## config.mk

```make
export PLATFORM = sky130hd
export DESIGN_NAME = reset_boot_clock_startup
export DESIGN_NICKNAME = d
export VERILOG_FILES = /design/src/rtl/startup_pkg.sv /design/src/rtl/test_port_ctrl.sv /design/src/rtl/reset_boot_clock_startup.sv
export SDC_FILE = /design/constraint.sdc
export NUM_CORES = 1
export LEC_CHECK = 0
export BUFFER_PORTS_ARGS = -buffer_cell sky130_fd_sc_hd__buf_4
export CAP_MARGIN = 5
export CORE_MARGIN = 5
export CORE_UTILIZATION = 54
export CTS_CLUSTER_DIAMETER = 80
export DETAILED_ROUTE_END_ITERATION = 8
export PLACE_DENSITY = 0.85
export SYNTH_ARGS = -nofsm -noshare
export SYNTH_HDL_FRONTEND = slang
export SYNTH_SLANG_ARGS = --single-unit
```

## constraint.sdc

```tcl
create_clock -name sys_clk_i -period 3.87 [get_ports sys_clk_i]
set_input_delay 0.5805 -clock sys_clk_i [delete_from_list [all_inputs] [get_ports sys_clk_i]]
set_output_delay 0.5805 -clock sys_clk_i [all_outputs]
set_load 0.01 [all_outputs]
```

## src/rtl/startup_pkg.sv

```systemverilog
`default_nettype none
package startup_pkg;

    // Register map, word addresses on the plain register port
    localparam logic [3:0] PMCR_ADDR   = 4'h0;
    localparam logic [3:0] STATUS_ADDR = 4'h4;

    // Status register layout
    localparam int         STATUS_STRAP_LSB = 0;
    localparam int         STATUS_RUN_BIT   = 4;
    localparam int         STATUS_TAP_BIT   = 5;

    // Power-management control register layout
    localparam int         PM_MULT_LSB = 0;
    localparam int         PM_MULT_W   = 6;
    localparam int         PM_DIV_LSB  = 8;
    localparam int         PM_DIV_W    = 2;
    localparam int         PM_CLKO_BIT = 12;
    localparam logic [1:0] PM_DIV_RST  = 2'h0;

    // Lock wait after the reset pin rises, in input-clock cycles
    localparam int         LOCK_CYCLES = 4096;

    // Core-to-input-clock ratios chosen by the clock-ratio straps
    localparam logic [1:0] RATIO_6     = 2'h0;
    localparam logic [1:0] RATIO_32    = 2'h1;
    localparam logic [1:0] RATIO_16    = 2'h2;
    localparam logic [5:0] MULT_6      = 6'h06;
    localparam logic [5:0] MULT_32     = 6'h20;
    localparam logic [5:0] MULT_16     = 6'h10;

    localparam logic [31:0] RESET_VECTOR = 32'h0008_0004;

    // Test port
    localparam int         IR_W        = 4;
    localparam logic [3:0] IR_RST      = 4'h1;

    typedef struct packed {
        logic [1:0] boot_mode;
        logic [1:0] clk_ratio;
    } straps_t;

    typedef struct packed {
        logic       tck;
        logic       tms;
        logic       tdi;
        logic       trst_n;
    } test_pins_t;

    typedef enum logic [1:0] {
        ST_HOLD,
        ST_LOCK,
        ST_RUN
    } boot_state_t;

    function automatic logic [5:0] ratio_mult(input logic [1:0] code);
        case (code)
            RATIO_32: ratio_mult = MULT_32;
            RATIO_16: ratio_mult = MULT_16;
            default:  ratio_mult = MULT_6;
        endcase
    endfunction

endpackage
`default_nettype wire

```

## src/rtl/test_port_ctrl.sv

```systemverilog
`timescale 1ns/10ps
`default_nettype none
module test_port_ctrl
    import startup_pkg::*;
#(
    parameter int CHAIN_W = 8
)(
    input  wire logic               sys_clk_i,
    input  wire logic               rst_i,
    input  wire test_pins_t         pins_i,
    input  wire logic [CHAIN_W-1:0] capture_i,
    output logic                    scan_out_o,
    output logic                    tap_reset_o
);

    typedef enum logic [3:0] {
        T_RESET, T_IDLE, T_SEL_DR, T_CAP_DR, T_SH_DR, T_EX1_DR, T_PA_DR,
        T_EX2_DR, T_UPD_DR, T_SEL_IR, T_CAP_IR, T_SH_IR, T_EX1_IR,
        T_PA_IR, T_EX2_IR, T_UPD_IR
    } tap_state_t;

    typedef struct packed {
        tap_state_t         st;
        logic               tck_prev;
        logic [CHAIN_W-1:0] chain;
        logic [IR_W-1:0]    ir;
        logic               tdo;
    } tap_regs_t;

    tap_regs_t r_q;
    tap_regs_t r_d;
    logic      rise;
    logic      fall;

    assign rise = pins_i.tck & ~r_q.tck_prev;
    assign fall = ~pins_i.tck & r_q.tck_prev;

    always_comb
    begin
        r_d = r_q;
        r_d.tck_prev = pins_i.tck;
        if (rise)
        begin
            case (r_q.st)
                T_RESET:  r_d.st = pins_i.tms ? T_RESET  : T_IDLE;
                T_IDLE:   r_d.st = pins_i.tms ? T_SEL_DR : T_IDLE;
                T_SEL_DR: r_d.st = pins_i.tms ? T_SEL_IR : T_CAP_DR;
                T_CAP_DR: r_d.st = pins_i.tms ? T_EX1_DR : T_SH_DR;
                T_SH_DR:  r_d.st = pins_i.tms ? T_EX1_DR : T_SH_DR;
                T_EX1_DR: r_d.st = pins_i.tms ? T_UPD_DR : T_PA_DR;
                T_PA_DR:  r_d.st = pins_i.tms ? T_EX2_DR : T_PA_DR;
                T_EX2_DR: r_d.st = pins_i.tms ? T_UPD_DR : T_SH_DR;
                T_UPD_DR: r_d.st = pins_i.tms ? T_SEL_DR : T_IDLE;
                T_SEL_IR: r_d.st = pins_i.tms ? T_RESET  : T_CAP_IR;
                T_CAP_IR: r_d.st = pins_i.tms ? T_EX1_IR : T_SH_IR;
                T_SH_IR:  r_d.st = pins_i.tms ? T_EX1_IR : T_SH_IR;
                T_EX1_IR: r_d.st = pins_i.tms ? T_UPD_IR : T_PA_IR;
                T_PA_IR:  r_d.st = pins_i.tms ? T_EX2_IR : T_PA_IR;
                T_EX2_IR: r_d.st = pins_i.tms ? T_UPD_IR : T_SH_IR;
                T_UPD_IR: r_d.st = pins_i.tms ? T_SEL_DR : T_IDLE;
                default:  r_d.st = T_RESET;
            endcase
            case (r_q.st)
                T_CAP_DR: r_d.chain = capture_i;
                T_SH_DR:  r_d.chain = {pins_i.tdi, r_q.chain[CHAIN_W-1:1]};
                T_CAP_IR: r_d.ir = IR_RST;
                T_SH_IR:  r_d.ir = {pins_i.tdi, r_q.ir[IR_W-1:1]};
                default:  r_d.ir = r_q.ir;
            endcase
        end
        if (fall)
        begin
            case (r_q.st)
                T_SH_DR: r_d.tdo = r_q.chain[0];
                T_SH_IR: r_d.tdo = r_q.ir[0];
                default: r_d.tdo = 1'b0;
            endcase
        end
        if (!pins_i.trst_n)
        begin
            r_d.st = T_RESET;
            r_d.ir = IR_RST;
        end
    end

    always_ff @(posedge sys_clk_i)
    begin
        if (rst_i)
        begin
            r_q          <= '0;
            r_q.st       <= T_RESET;
            r_q.ir       <= IR_RST;
        end
        else
        begin
            r_q <= r_d;
        end
    end

    assign scan_out_o  = r_q.tdo;
    assign tap_reset_o = (r_q.st == T_RESET);

endmodule
`default_nettype wire

```

## src/rtl/reset_boot_clock_startup.sv

```systemverilog
// Behaviour
// - After reset pin release, wait 4096 input-clock cycles for PLL lock.
// - After the wait, core fetches from the fixed hardware reset vector.
// - Start-up core-to-input-clock ratio comes from the clock-ratio straps.
// - Once running, software may rewrite PLL multiplier and divider anytime.
// - Test-port reset returns the test state machine to its reset state.
// - Test-mode select steers the test machine; test data enters scan path.
// - Boundary scan serial output is driven on the test-data output.
// - Ratio straps: 00 gives 6:1, 01 gives 32:1, 10 gives 16:1.
// - Clock-out pin is reset-out by default; bit 12 selects PLL clock.
//
// The implementer's own choices: the address map and the strobed register port.
`timescale 1ns/10ps
`default_nettype none
module reset_boot_clock_startup
    import startup_pkg::*;
#(
    parameter int CHAIN_W    = 8,
    parameter int LOCK_COUNT = LOCK_CYCLES
)(
    input  wire logic        sys_clk_i,
    input  wire logic        rst_i,
    input  wire logic        proc_reset_n_i,
    input  wire logic [1:0]  clk_ratio_pins_i,
    input  wire logic [1:0]  boot_select_pins_i,
    input  wire logic        pll_clk_i,
    input  wire logic        test_clk_i,
    input  wire logic        test_mode_sel_i,
    input  wire logic        test_data_i,
    input  wire logic        test_reset_n_i,
    input  wire logic [3:0]  reg_addr_i,
    input  wire logic [31:0] reg_wdata_i,
    input  wire logic        reg_wr_i,
    input  wire logic        reg_rd_i,
    output logic [31:0]      reg_rdata_o,
    output logic             core_reset_o,
    output logic             fetch_start_o,
    output logic [31:0]      fetch_addr_o,
    output logic [1:0]       boot_mode_o,
    output logic [5:0]       pll_mult_o,
    output logic [1:0]       pll_div_o,
    output logic             clock_or_reset_out_o,
    output logic             test_data_o
);

    localparam int CNT_W = $clog2(LOCK_COUNT + 1);

    typedef struct packed {
        logic [1:0]  rst_s;
        logic [1:0]  pll_s;
        straps_t     boot_s1;
        straps_t     boot_s2;
        test_pins_t  tp_s1;
        test_pins_t  tp_s2;
        boot_state_t st;
        logic [CNT_W-1:0] cnt;
        straps_t     straps;
        logic [5:0]  mult;
        logic [1:0]  div;
        logic        clko_sel;
        logic        core_rst;
        logic        fetch;
        logic        clk_or_rst;
        logic [31:0] rdata;
    } top_regs_t;

    top_regs_t r_q;
    top_regs_t r_d;
    logic      scan_bit;
    logic      tap_in_reset;
    logic      running;

    assign running = (r_q.st == ST_RUN);

    test_port_ctrl #(
        .CHAIN_W (CHAIN_W)
    ) u_test_port (
        .sys_clk_i   (sys_clk_i),
        .rst_i       (rst_i),
        .pins_i      (r_q.tp_s2),
        .capture_i   ({{(CHAIN_W-$bits(straps_t)){1'b0}}, r_q.straps}),
        .scan_out_o  (scan_bit),
        .tap_reset_o (tap_in_reset)
    );

    always_comb
    begin
        r_d = r_q;
        // Pins cross into this domain through two flops before use
        r_d.rst_s   = {r_q.rst_s[0], proc_reset_n_i};
        r_d.pll_s   = {r_q.pll_s[0], pll_clk_i};
        r_d.boot_s1 = '{boot_mode: boot_select_pins_i,
                        clk_ratio: clk_ratio_pins_i};
        r_d.boot_s2 = r_q.boot_s1;
        r_d.tp_s1   = '{tck: test_clk_i, tms: test_mode_sel_i,
                        tdi: test_data_i, trst_n: test_reset_n_i};
        r_d.tp_s2   = r_q.tp_s1;
        r_d.fetch   = 1'b0;
        r_d.rdata   = '0;

        case (r_q.st)
            ST_HOLD:
            begin
                r_d.straps   = r_q.boot_s2;
                r_d.mult     = ratio_mult(r_q.boot_s2.clk_ratio);
                r_d.div      = PM_DIV_RST;
                r_d.clko_sel = 1'b0;
                r_d.cnt      = '0;
                r_d.core_rst = 1'b1;
                if (r_q.rst_s[1])
                begin
                    r_d.st = ST_LOCK;
                end
            end
            ST_LOCK:
            begin
                r_d.cnt = r_q.cnt + CNT_W'(1);
                if (r_q.cnt == CNT_W'(LOCK_COUNT - 1))
                begin
                    r_d.st       = ST_RUN;
                    r_d.core_rst = 1'b0;
                    r_d.fetch    = 1'b1;
                end
            end
            ST_RUN:
            begin
                if (reg_wr_i && reg_addr_i == PMCR_ADDR)
                begin
                    r_d.mult     = reg_wdata_i[PM_MULT_LSB +: PM_MULT_W];
                    r_d.div      = reg_wdata_i[PM_DIV_LSB +: PM_DIV_W];
                    r_d.clko_sel = reg_wdata_i[PM_CLKO_BIT];
                end
            end
            default:
            begin
                r_d.st = ST_HOLD;
            end
        endcase

        // Reset pin low restarts the sequence from any state
        if (!r_q.rst_s[1])
        begin
            r_d.st       = ST_HOLD;
            r_d.core_rst = 1'b1;
        end

        r_d.clk_or_rst = r_q.clko_sel ? r_q.pll_s[1] : ~r_q.core_rst;

        if (reg_rd_i)
        begin
            case (reg_addr_i)
                PMCR_ADDR:
                begin
                    r_d.rdata[PM_MULT_LSB +: PM_MULT_W] = r_q.mult;
                    r_d.rdata[PM_DIV_LSB +: PM_DIV_W]   = r_q.div;
                    r_d.rdata[PM_CLKO_BIT]              = r_q.clko_sel;
                end
                STATUS_ADDR:
                begin
                    r_d.rdata[STATUS_STRAP_LSB +: $bits(straps_t)] = r_q.straps;
                    r_d.rdata[STATUS_RUN_BIT] = running;
                    r_d.rdata[STATUS_TAP_BIT] = tap_in_reset;
                end
                default:
                begin
                    r_d.rdata = '0;
                end
            endcase
        end
    end

    always_ff @(posedge sys_clk_i)
    begin
        if (rst_i)
        begin
            r_q          <= '0;
            r_q.st       <= ST_HOLD;
            r_q.core_rst <= 1'b1;
            r_q.mult     <= MULT_6;
        end
        else
        begin
            r_q <= r_d;
        end
    end

    assign test_data_o          = scan_bit;
    assign reg_rdata_o          = r_q.rdata;
    assign core_reset_o         = r_q.core_rst;
    assign fetch_start_o        = r_q.fetch;
    assign fetch_addr_o         = RESET_VECTOR;
    assign boot_mode_o          = r_q.straps.boot_mode;
    assign pll_mult_o           = r_q.mult;
    assign pll_div_o            = r_q.div;
    assign clock_or_reset_out_o = r_q.clk_or_rst;

endmodule
`default_nettype wire

```

==> results of run 1 <==
## report_power, final
| part | switching, mW | internal (mW) | total [mW] | leakage (nW) |
|---|---|---|---|---|
| logic | 0.0555 | 0.0359 | 0.0914 | 0.854 |
| clock network | 0.270 | 0.265 | 0.535 | 0.0926 |
| registers | 0.00927 | 0.816 | 0.826 | 0.634 |
## worst paths after layout
check | from | endpoint
hold reg to reg | r_d[63]$_SDFF_PP0_ | r_q[63]$_SDFF_PP0_
setup / recovery | r_q[62]$_SDFFE_PP0P_ | pll_div_o[0]$_SDFFE_PP0P_
hold / removal | r_d[63]$_SDFF_PP0_ | r_q[63]$_SDFF_PP0_
setup reg to reg | r_q[62]$_SDFFE_PP0P_ | pll_div_o[0]$_SDFFE_PP0P_
## flip-flops by register name, indices dropped and copies added, names as in the netlist
register                cells
u_test_port.scan_out_o      1
clock_or_reset_out_o        1
r_d                        10
u_test_port.r_q            17
pll_mult_o                  6
core_reset_o                1
pll_div_o                   2
boot_mode_o                 2
reg_rdata_o                 9
fetch_start_o               1
r_q                        28
## area by class of cell
cell class	count	area [um2]	area share
clock buffers	12	155	0.0396
repair buffers	49	368	0.0939
clock inverters	3	18.8	0.00479
flip-flops and latches	78	1560	0.398
multi-input cells	289	1680	0.428
well taps	80	100	0.0255
inverters	10	37.5	0.00958
## through the flow
step	worst slack (ns)	instance area, um2
global placement	1.89	3740
global route	1.60	3920
finish	1.80	3920
detailed placement	1.77	3740
CTS	1.79	3920
floorplan	2.33	3920
## per-layer routing
layer	part of all wire	GRT usage	up-vias
li1	-	-	1321
met3	0.057	0.0426	8
met4	0.010	0.0537	0
met5	0	0	-
met2	0.52	0.278	81
met1	0.41	0.169	1204
## layout by cell type (no fill, tap or decap), types with 3 or more instances in the layout
master / instances
dfxtp_1: 78
conb_1: 55
buf_4: 49
nor2_1: 44
nor2b_1: 32
a21oi_1: 19
mux2i_1: 16
nand2_1: 12
clkbuf_8: 11
inv_1: 10
o21ai_0: 10
nand3_1: 10
a211oi_1: 9
nor3_1: 8
nand2b_1: 7
nor3b_1: 7
xnor2_1: 6
a22oi_1: 4
nand4_1: 3
nor4_1: 3
xor2_1: 3
o211ai_1: 3
ha_1: 3
## critical path: cells and delay by family, from the launching register on
family	cells	cell delay, ns
mux	1	0.28
simple gates	3	1.05
flops	1	0.61
## cells by family (layout without fill, tap and decap cells)
logic type               after synthesis  in the layout  share of synthesized area
flip-flops                            78             78                      0.420
other                                  2             55                    0.00202
buffers and inverters                103             74                      0.182
multiplexers                          16             16                     0.0431
AND/OR/NAND/NOR                      144            144                      0.212
XOR/XNOR                               9              9                     0.0212
AO/OA/AOI/OAI                         62             62                      0.110
adder cells (fa/ha/maj)                3              3                     0.0101
==> impl_metrics.csv, run 1 <==
group,metric,value,unit
timing,tns,0,ns
floorplan,die-area,8650,um2
cells_and_area,final_util,0.580,
timing,worst_slew_pin_slew,0.750,ns
timing,finalSetupViolations,0,
clock_network,cts_made_buffers,9,
floorplan,die_h,93.0,um
floorplan,io-pin-count,128,
critical_path,path_cells,"nor2b_1 -> nand4b_1 -> mux2i_1 -> nor2_1",
cells_and_area,fillerInstances,600,
place,place_inst,506,
clock_network,cts_setup_buffers,0,
cells_and_area,syn_to_final_growth,5.38,%
routing,wl,6750,um
global_route,grt_pass1_vias,2422,
routing,first_iter_violations,94,
timing,fin_skew,0.0117,ns
floorplan,core,6760,um2
power,vdd_drop_max,0.196,mV
critical_path,crit_required,4.08,ns
logic_synthesis,synth-seq-cells,78,
flow_run,max_cap_violations,0,
logic_synthesis,synthCells,417,
clock_network,cts.repair.resized,0,
global_route,antenna_found_initial,0,
outcome,status,"completed",
timing,drv_slew,0,
critical_path,crit_arrival,2.28,ns
floorplan,die_x,93.0,um
logic_synthesis,synth_edf_count,0,
clock_network,clk_latency,0.33,ns
logic_synthesis,syn_avg_cell_area,8.92,um2
cells_and_area,drive_above_1_share,0.159,
cells_and_area,layout.cells.non_filler,521,
timing,max_freq,483,MHz
power,power,1.45,mW
logic_synthesis,syn_area,3720,um2
logic_synthesis,seq_area_frac_synth,0.420,
timing,rsz0062_at_grt,"false",
routing,vias,2614,
cells_and_area,nets,490,
critical_path,cpPeakStageDelay,0.61,ns
timing,hold_ws,0.437,ns
critical_path,cp_max_fo,15,
timing,relSlewSlack,0.498,
min_path,hold_depth,1,
clock_network,cts_sinks,78,
floorplan,row_count,30,
logic_synthesis,synth_cell_types,48,
clock_network,clock_path_buffers,2,
routing,detail-route-antenna-nets,0,
timing,period_share,0.535,
logic_synthesis,yosys.area.top_type,"dfxtp_1",
logic_synthesis,synth.most_common_cell,"dfxtp_1",
place,gp_congestion,0.747,
clock_network,ctsHoldBuffers,0,
timing,timing.final.crit_period,2.07,ns
global_route,track_usage,0.153,
timing,hold_viol_final,0,
logic_synthesis,yosys_warnings,0,
logic_synthesis,synthArstFlopShare,0,
place,dp_hpwl,4960,um
logic_synthesis,synthTopCellsByCount,"dfxtp_1 (78), buf_4 (76), nor2_1 (44)",
global_route,grt_pass1_wl,10700,um
power,power_density,371,nW/um2
routing,post_drt_wl_per_cell,13.0,um
routing,drc_errors,0,
critical_path,end_kind,"register",
clock_network,path_clk_slew,0.08,ns
routing,first_pass_iters,4,
critical_path,worst_setup_path_start_kind,"register",
critical_path,regToRegSetupSlack,1.80,ns
clock_network,cts_htree_levels,3,
place,portBuffers,49,
floorplan,start_util,0.550,
clock_network,tritoncts,"built",
cells_and_area,antenna_cells,0,
min_path,hp-class,"register to register",
clock_network,cts-root-buf,"clkbuf_8",
logic_synthesis,synth_ff_type,"dfxtp_1",
global_route,grt_max_degree,55,
logic_synthesis,synth.area.top_cells,"dfxtp_1 (42%), buf_4 (15%), nor2b_1 (5.4%)",
power,p_leak,1.58,nW
global_route,grt_overflow,0,
logic_synthesis,yosysTopAreaCellShare,0.420,
routing,viasPerCell,5.02,
critical_path,rr_worst_depth,4,
critical_path,critical_path_class,"register to register",
critical_path,critPathSlowestCell,"dfxtp_1",
No activity file was read; power rests on OpenSTA's default activity.
==> run 2, diff against run 1 <==
Settings changed: CORE_UTILIZATION 54 to 45, PLACE_DENSITY 0.85 to 0.76.
Clock period 3.87 ns to 1.8 ns, I/O delays scaled along.
==> run 2 against run 1 <==
Clock skew up 0.00092 ns. Critical endpoint is now u_test_port.r_q[17]$_SDFFE_PP0P_. Largest power group unchanged. Sequential share of layout area decreased by 1.1 points. Via count increased by 0.73%.
==> impl_metrics.csv, run 2 (synthesis gave the netlist of run 1 again) <==
group,metric,value,unit
clock_network,cts_made_buffers,9,
cells_and_area,final_util,0.495,
routing,first_pass_iters,4,
min_path,hp-class,"input pin to register",
timing,fin_skew,0.0126,ns
timing,hold_viol_final,0,
critical_path,r2r-end,"u_test_port.r_q[17]$_SDFFE_PP0P_",
min_path,hold_end,"r_d[74]$_SDFF_PP0_",
critical_path,critical_path_class,"register to register",
cells_and_area,final_common_cell,"dfxtp_1",
floorplan,die_h,101,um
global_route,track_usage,0.135,
timing,worst_slew_pin_slew,0.556,ns
timing,period_share,0.923,
clock_network,cts_sinks,78,
cells_and_area,regArea,1560,um2
cells_and_area,drive_above_1_share,0.176,
critical_path,cp_max_fo,14,
critical_path,end_kind,"register",
timing,relSlewSlack,0.629,
routing,wl,6940,um
power,power.switching,0.771,mW
cells_and_area,syn_to_final_growth,8.38,%
floorplan,io-pin-count,128,
cells_and_area,most-common-layout-cells,"dfxtp_1 (77), buf_4 (56), conb_1 (55), nor2_1 (44), nor2b_1 (32)",
clock_network,cts_htree_levels,3,
clock_network,ctsHoldBuffers,0,
global_route,grt_pass1_wl,11000,um
critical_path,worst_setup_path_start_kind,"register",
clock_network,clock_path_buffers,2,
clock_network,cts-root-buf,"clkbuf_8",
power,swShare,0.235,
power,seqPwrFrac,0.540,
power,p_int,2.51,mW
flow_run,max_cap_violations,0,
routing,viasPerCell,4.75,
critical_path,crit_required,2.03,ns
place,gp_congestion,0.805,
power,vdd_drop_max,0.414,mV
critical_path,crit_arrival,1.90,ns
cells_and_area,largest_reg_flops,28,
timing,max_freq,602,MHz
routing,vias,2633,
routing,drc_errors,0,
cells_and_area,layout.cells.non_filler,554,
place,dp_hpwl,5150,um
floorplan,die-area,10200,um2
power,clkPwrFrac,0.399,
cells_and_area,nets,497,
power,power_density,815,nW/um2
timing,finalSetupViolations,0,
cells_and_area,design_area,4030,um2
floorplan,row_count,33,
min_path,hold_depth,2,
timing,hold_ws,0.135,ns
clock_network,clk_latency,0.34,ns
critical_path,rr_worst_depth,4,
global_route,grt_max_degree,33,
timing,timing.final.crit_period,1.66,ns
min_path,min_from,"boot_select_pins_i[1]",
critical_path,r2r-start,"u_test_port.r_q[17]$_SDFFE_PP0P_",
routing,post_drt_wl_per_cell,12.5,um
place,placed_area,3830,um2
critical_path,regToRegSetupSlack,0.14,ns
floorplan,start_util,0.457,
global_route,grt_overflow,0,
cells_and_area,fillerInstances,783,
cells_and_area,largest-register,"r_q",
timing,drv_slew,0,
cells_and_area,antenna_cells,0,
routing,first_iter_violations,97,
place,portBuffers,49,
clock_network,tritoncts,"built",
power,p_comb_frac,0.061,
clock_network,path_clk_slew,0.08,ns
place,place_inst,538,
timing,tns,0,ns
routing,detail-route-antenna-nets,0,
outcome,status,"completed",
global_route,grt_pass1_vias,2330,
global_route,antenna_found_initial,0,
cells_and_area,multi_input_area,1680,um2
timing,rsz0062_at_grt,"false",
floorplan,die_x,101,um
power,p_leak,1.62,nW
floorplan,core,8130,um2
[run 2: changes by cell type in the layout (fill, tap and decap cells not counted)]
cell,before,now
bufinv_16,0,1
inv_6,1,0
buf_4,49,56
clkinv_4,0,1
clkinvlp_4,0,2
clkinv_2,2,1
clkbuf_8,11,10
dfxtp_2,0,1
dfxtp_1,78,77
[run 2: layer usage]
layer	vias up	part of all wire	global-route usage
li1	1336	-	-
met1	1201	0.43	0.169
met2	82	0.48	0.217
met3	14	0.066	0.0311
met4	0	0.020	0.0675
met5	-	0	0
[run 2: layout make-up]
cell class                      count  share of cell area
Sequential cell                    78               0.388
Inverter                           10             0.00931
Tap cell                          105              0.0326
Clock buffer                       11              0.0351
Timing Repair Buffer               56               0.104
Multi-Input combinational cell    289               0.416
Clock inverter                      5              0.0146
[run 2: power groups by stage]
stage               clock network, mW  logic, mW  registers, mW
floorplan                           0      0.227           1.81
global placement                    0      0.196           1.81
detailed placement                  0      0.199           1.82
CTS                              1.34      0.199           1.78
global route                     1.41      0.223           1.78
finish                           1.31      0.201           1.78
[run 2: per-stage QoR]
step | worst slack [ns] | total power [mW]
after floorplan | 0.425 | 2.03
after global placement | 0.240 | 2.01
after detailed placement | 0.171 | 2.01
after CTS | 0.157 | 3.31
after global routing | 0.0273 | 3.41
final | 0.138 | 3.29
[run 2: how the worst max path moves through the flow]
stage | startpoint | end | slack (ns) | cells past startpoint
2_1_floorplan | r_q[52]$_SDFFE_PP0P_ | r_q[60]$_SDFFE_PP0P_ | 0.42 | 4
3_3_place_gp | u_test_port.r_q[14]$_SDFFE_PP0P_ | u_test_port.scan_out_o$_SDFFE_PP0P_ | 0.24 | 4
3_5_place_dp | u_test_port.r_q[17]$_SDFFE_PP0P_ | u_test_port.r_q[17]$_SDFFE_PP0P_ | 0.17 | 4
4_1_cts | u_test_port.r_q[17]$_SDFFE_PP0P_ | u_test_port.r_q[17]$_SDFFE_PP0P_ | 0.16 | 4
5_1_grt | u_test_port.r_q[15]$_SDFFE_PP0P_ | u_test_port.r_q[5]$_SDFFE_PP0P_ | 0.03 | 4
6_report | u_test_port.r_q[17]$_SDFFE_PP0P_ | u_test_port.r_q[17]$_SDFFE_PP0P_ | 0.14 | 4
[run 2: worst max-delay path: stages, from the launching register on]
cell and delay (ns):
dfxtp_1 0.66, inv_1 0.17, a221oi_1 0.33, nor2_1 0.08, a2111oi_0 0.31
[run 2: what timing repair did]
action	CTS	global route
endpoints found under the setup margin	0	1
setup buffers	0	0
hold endpoints to repair	0	0
gates resized for setup	0	1
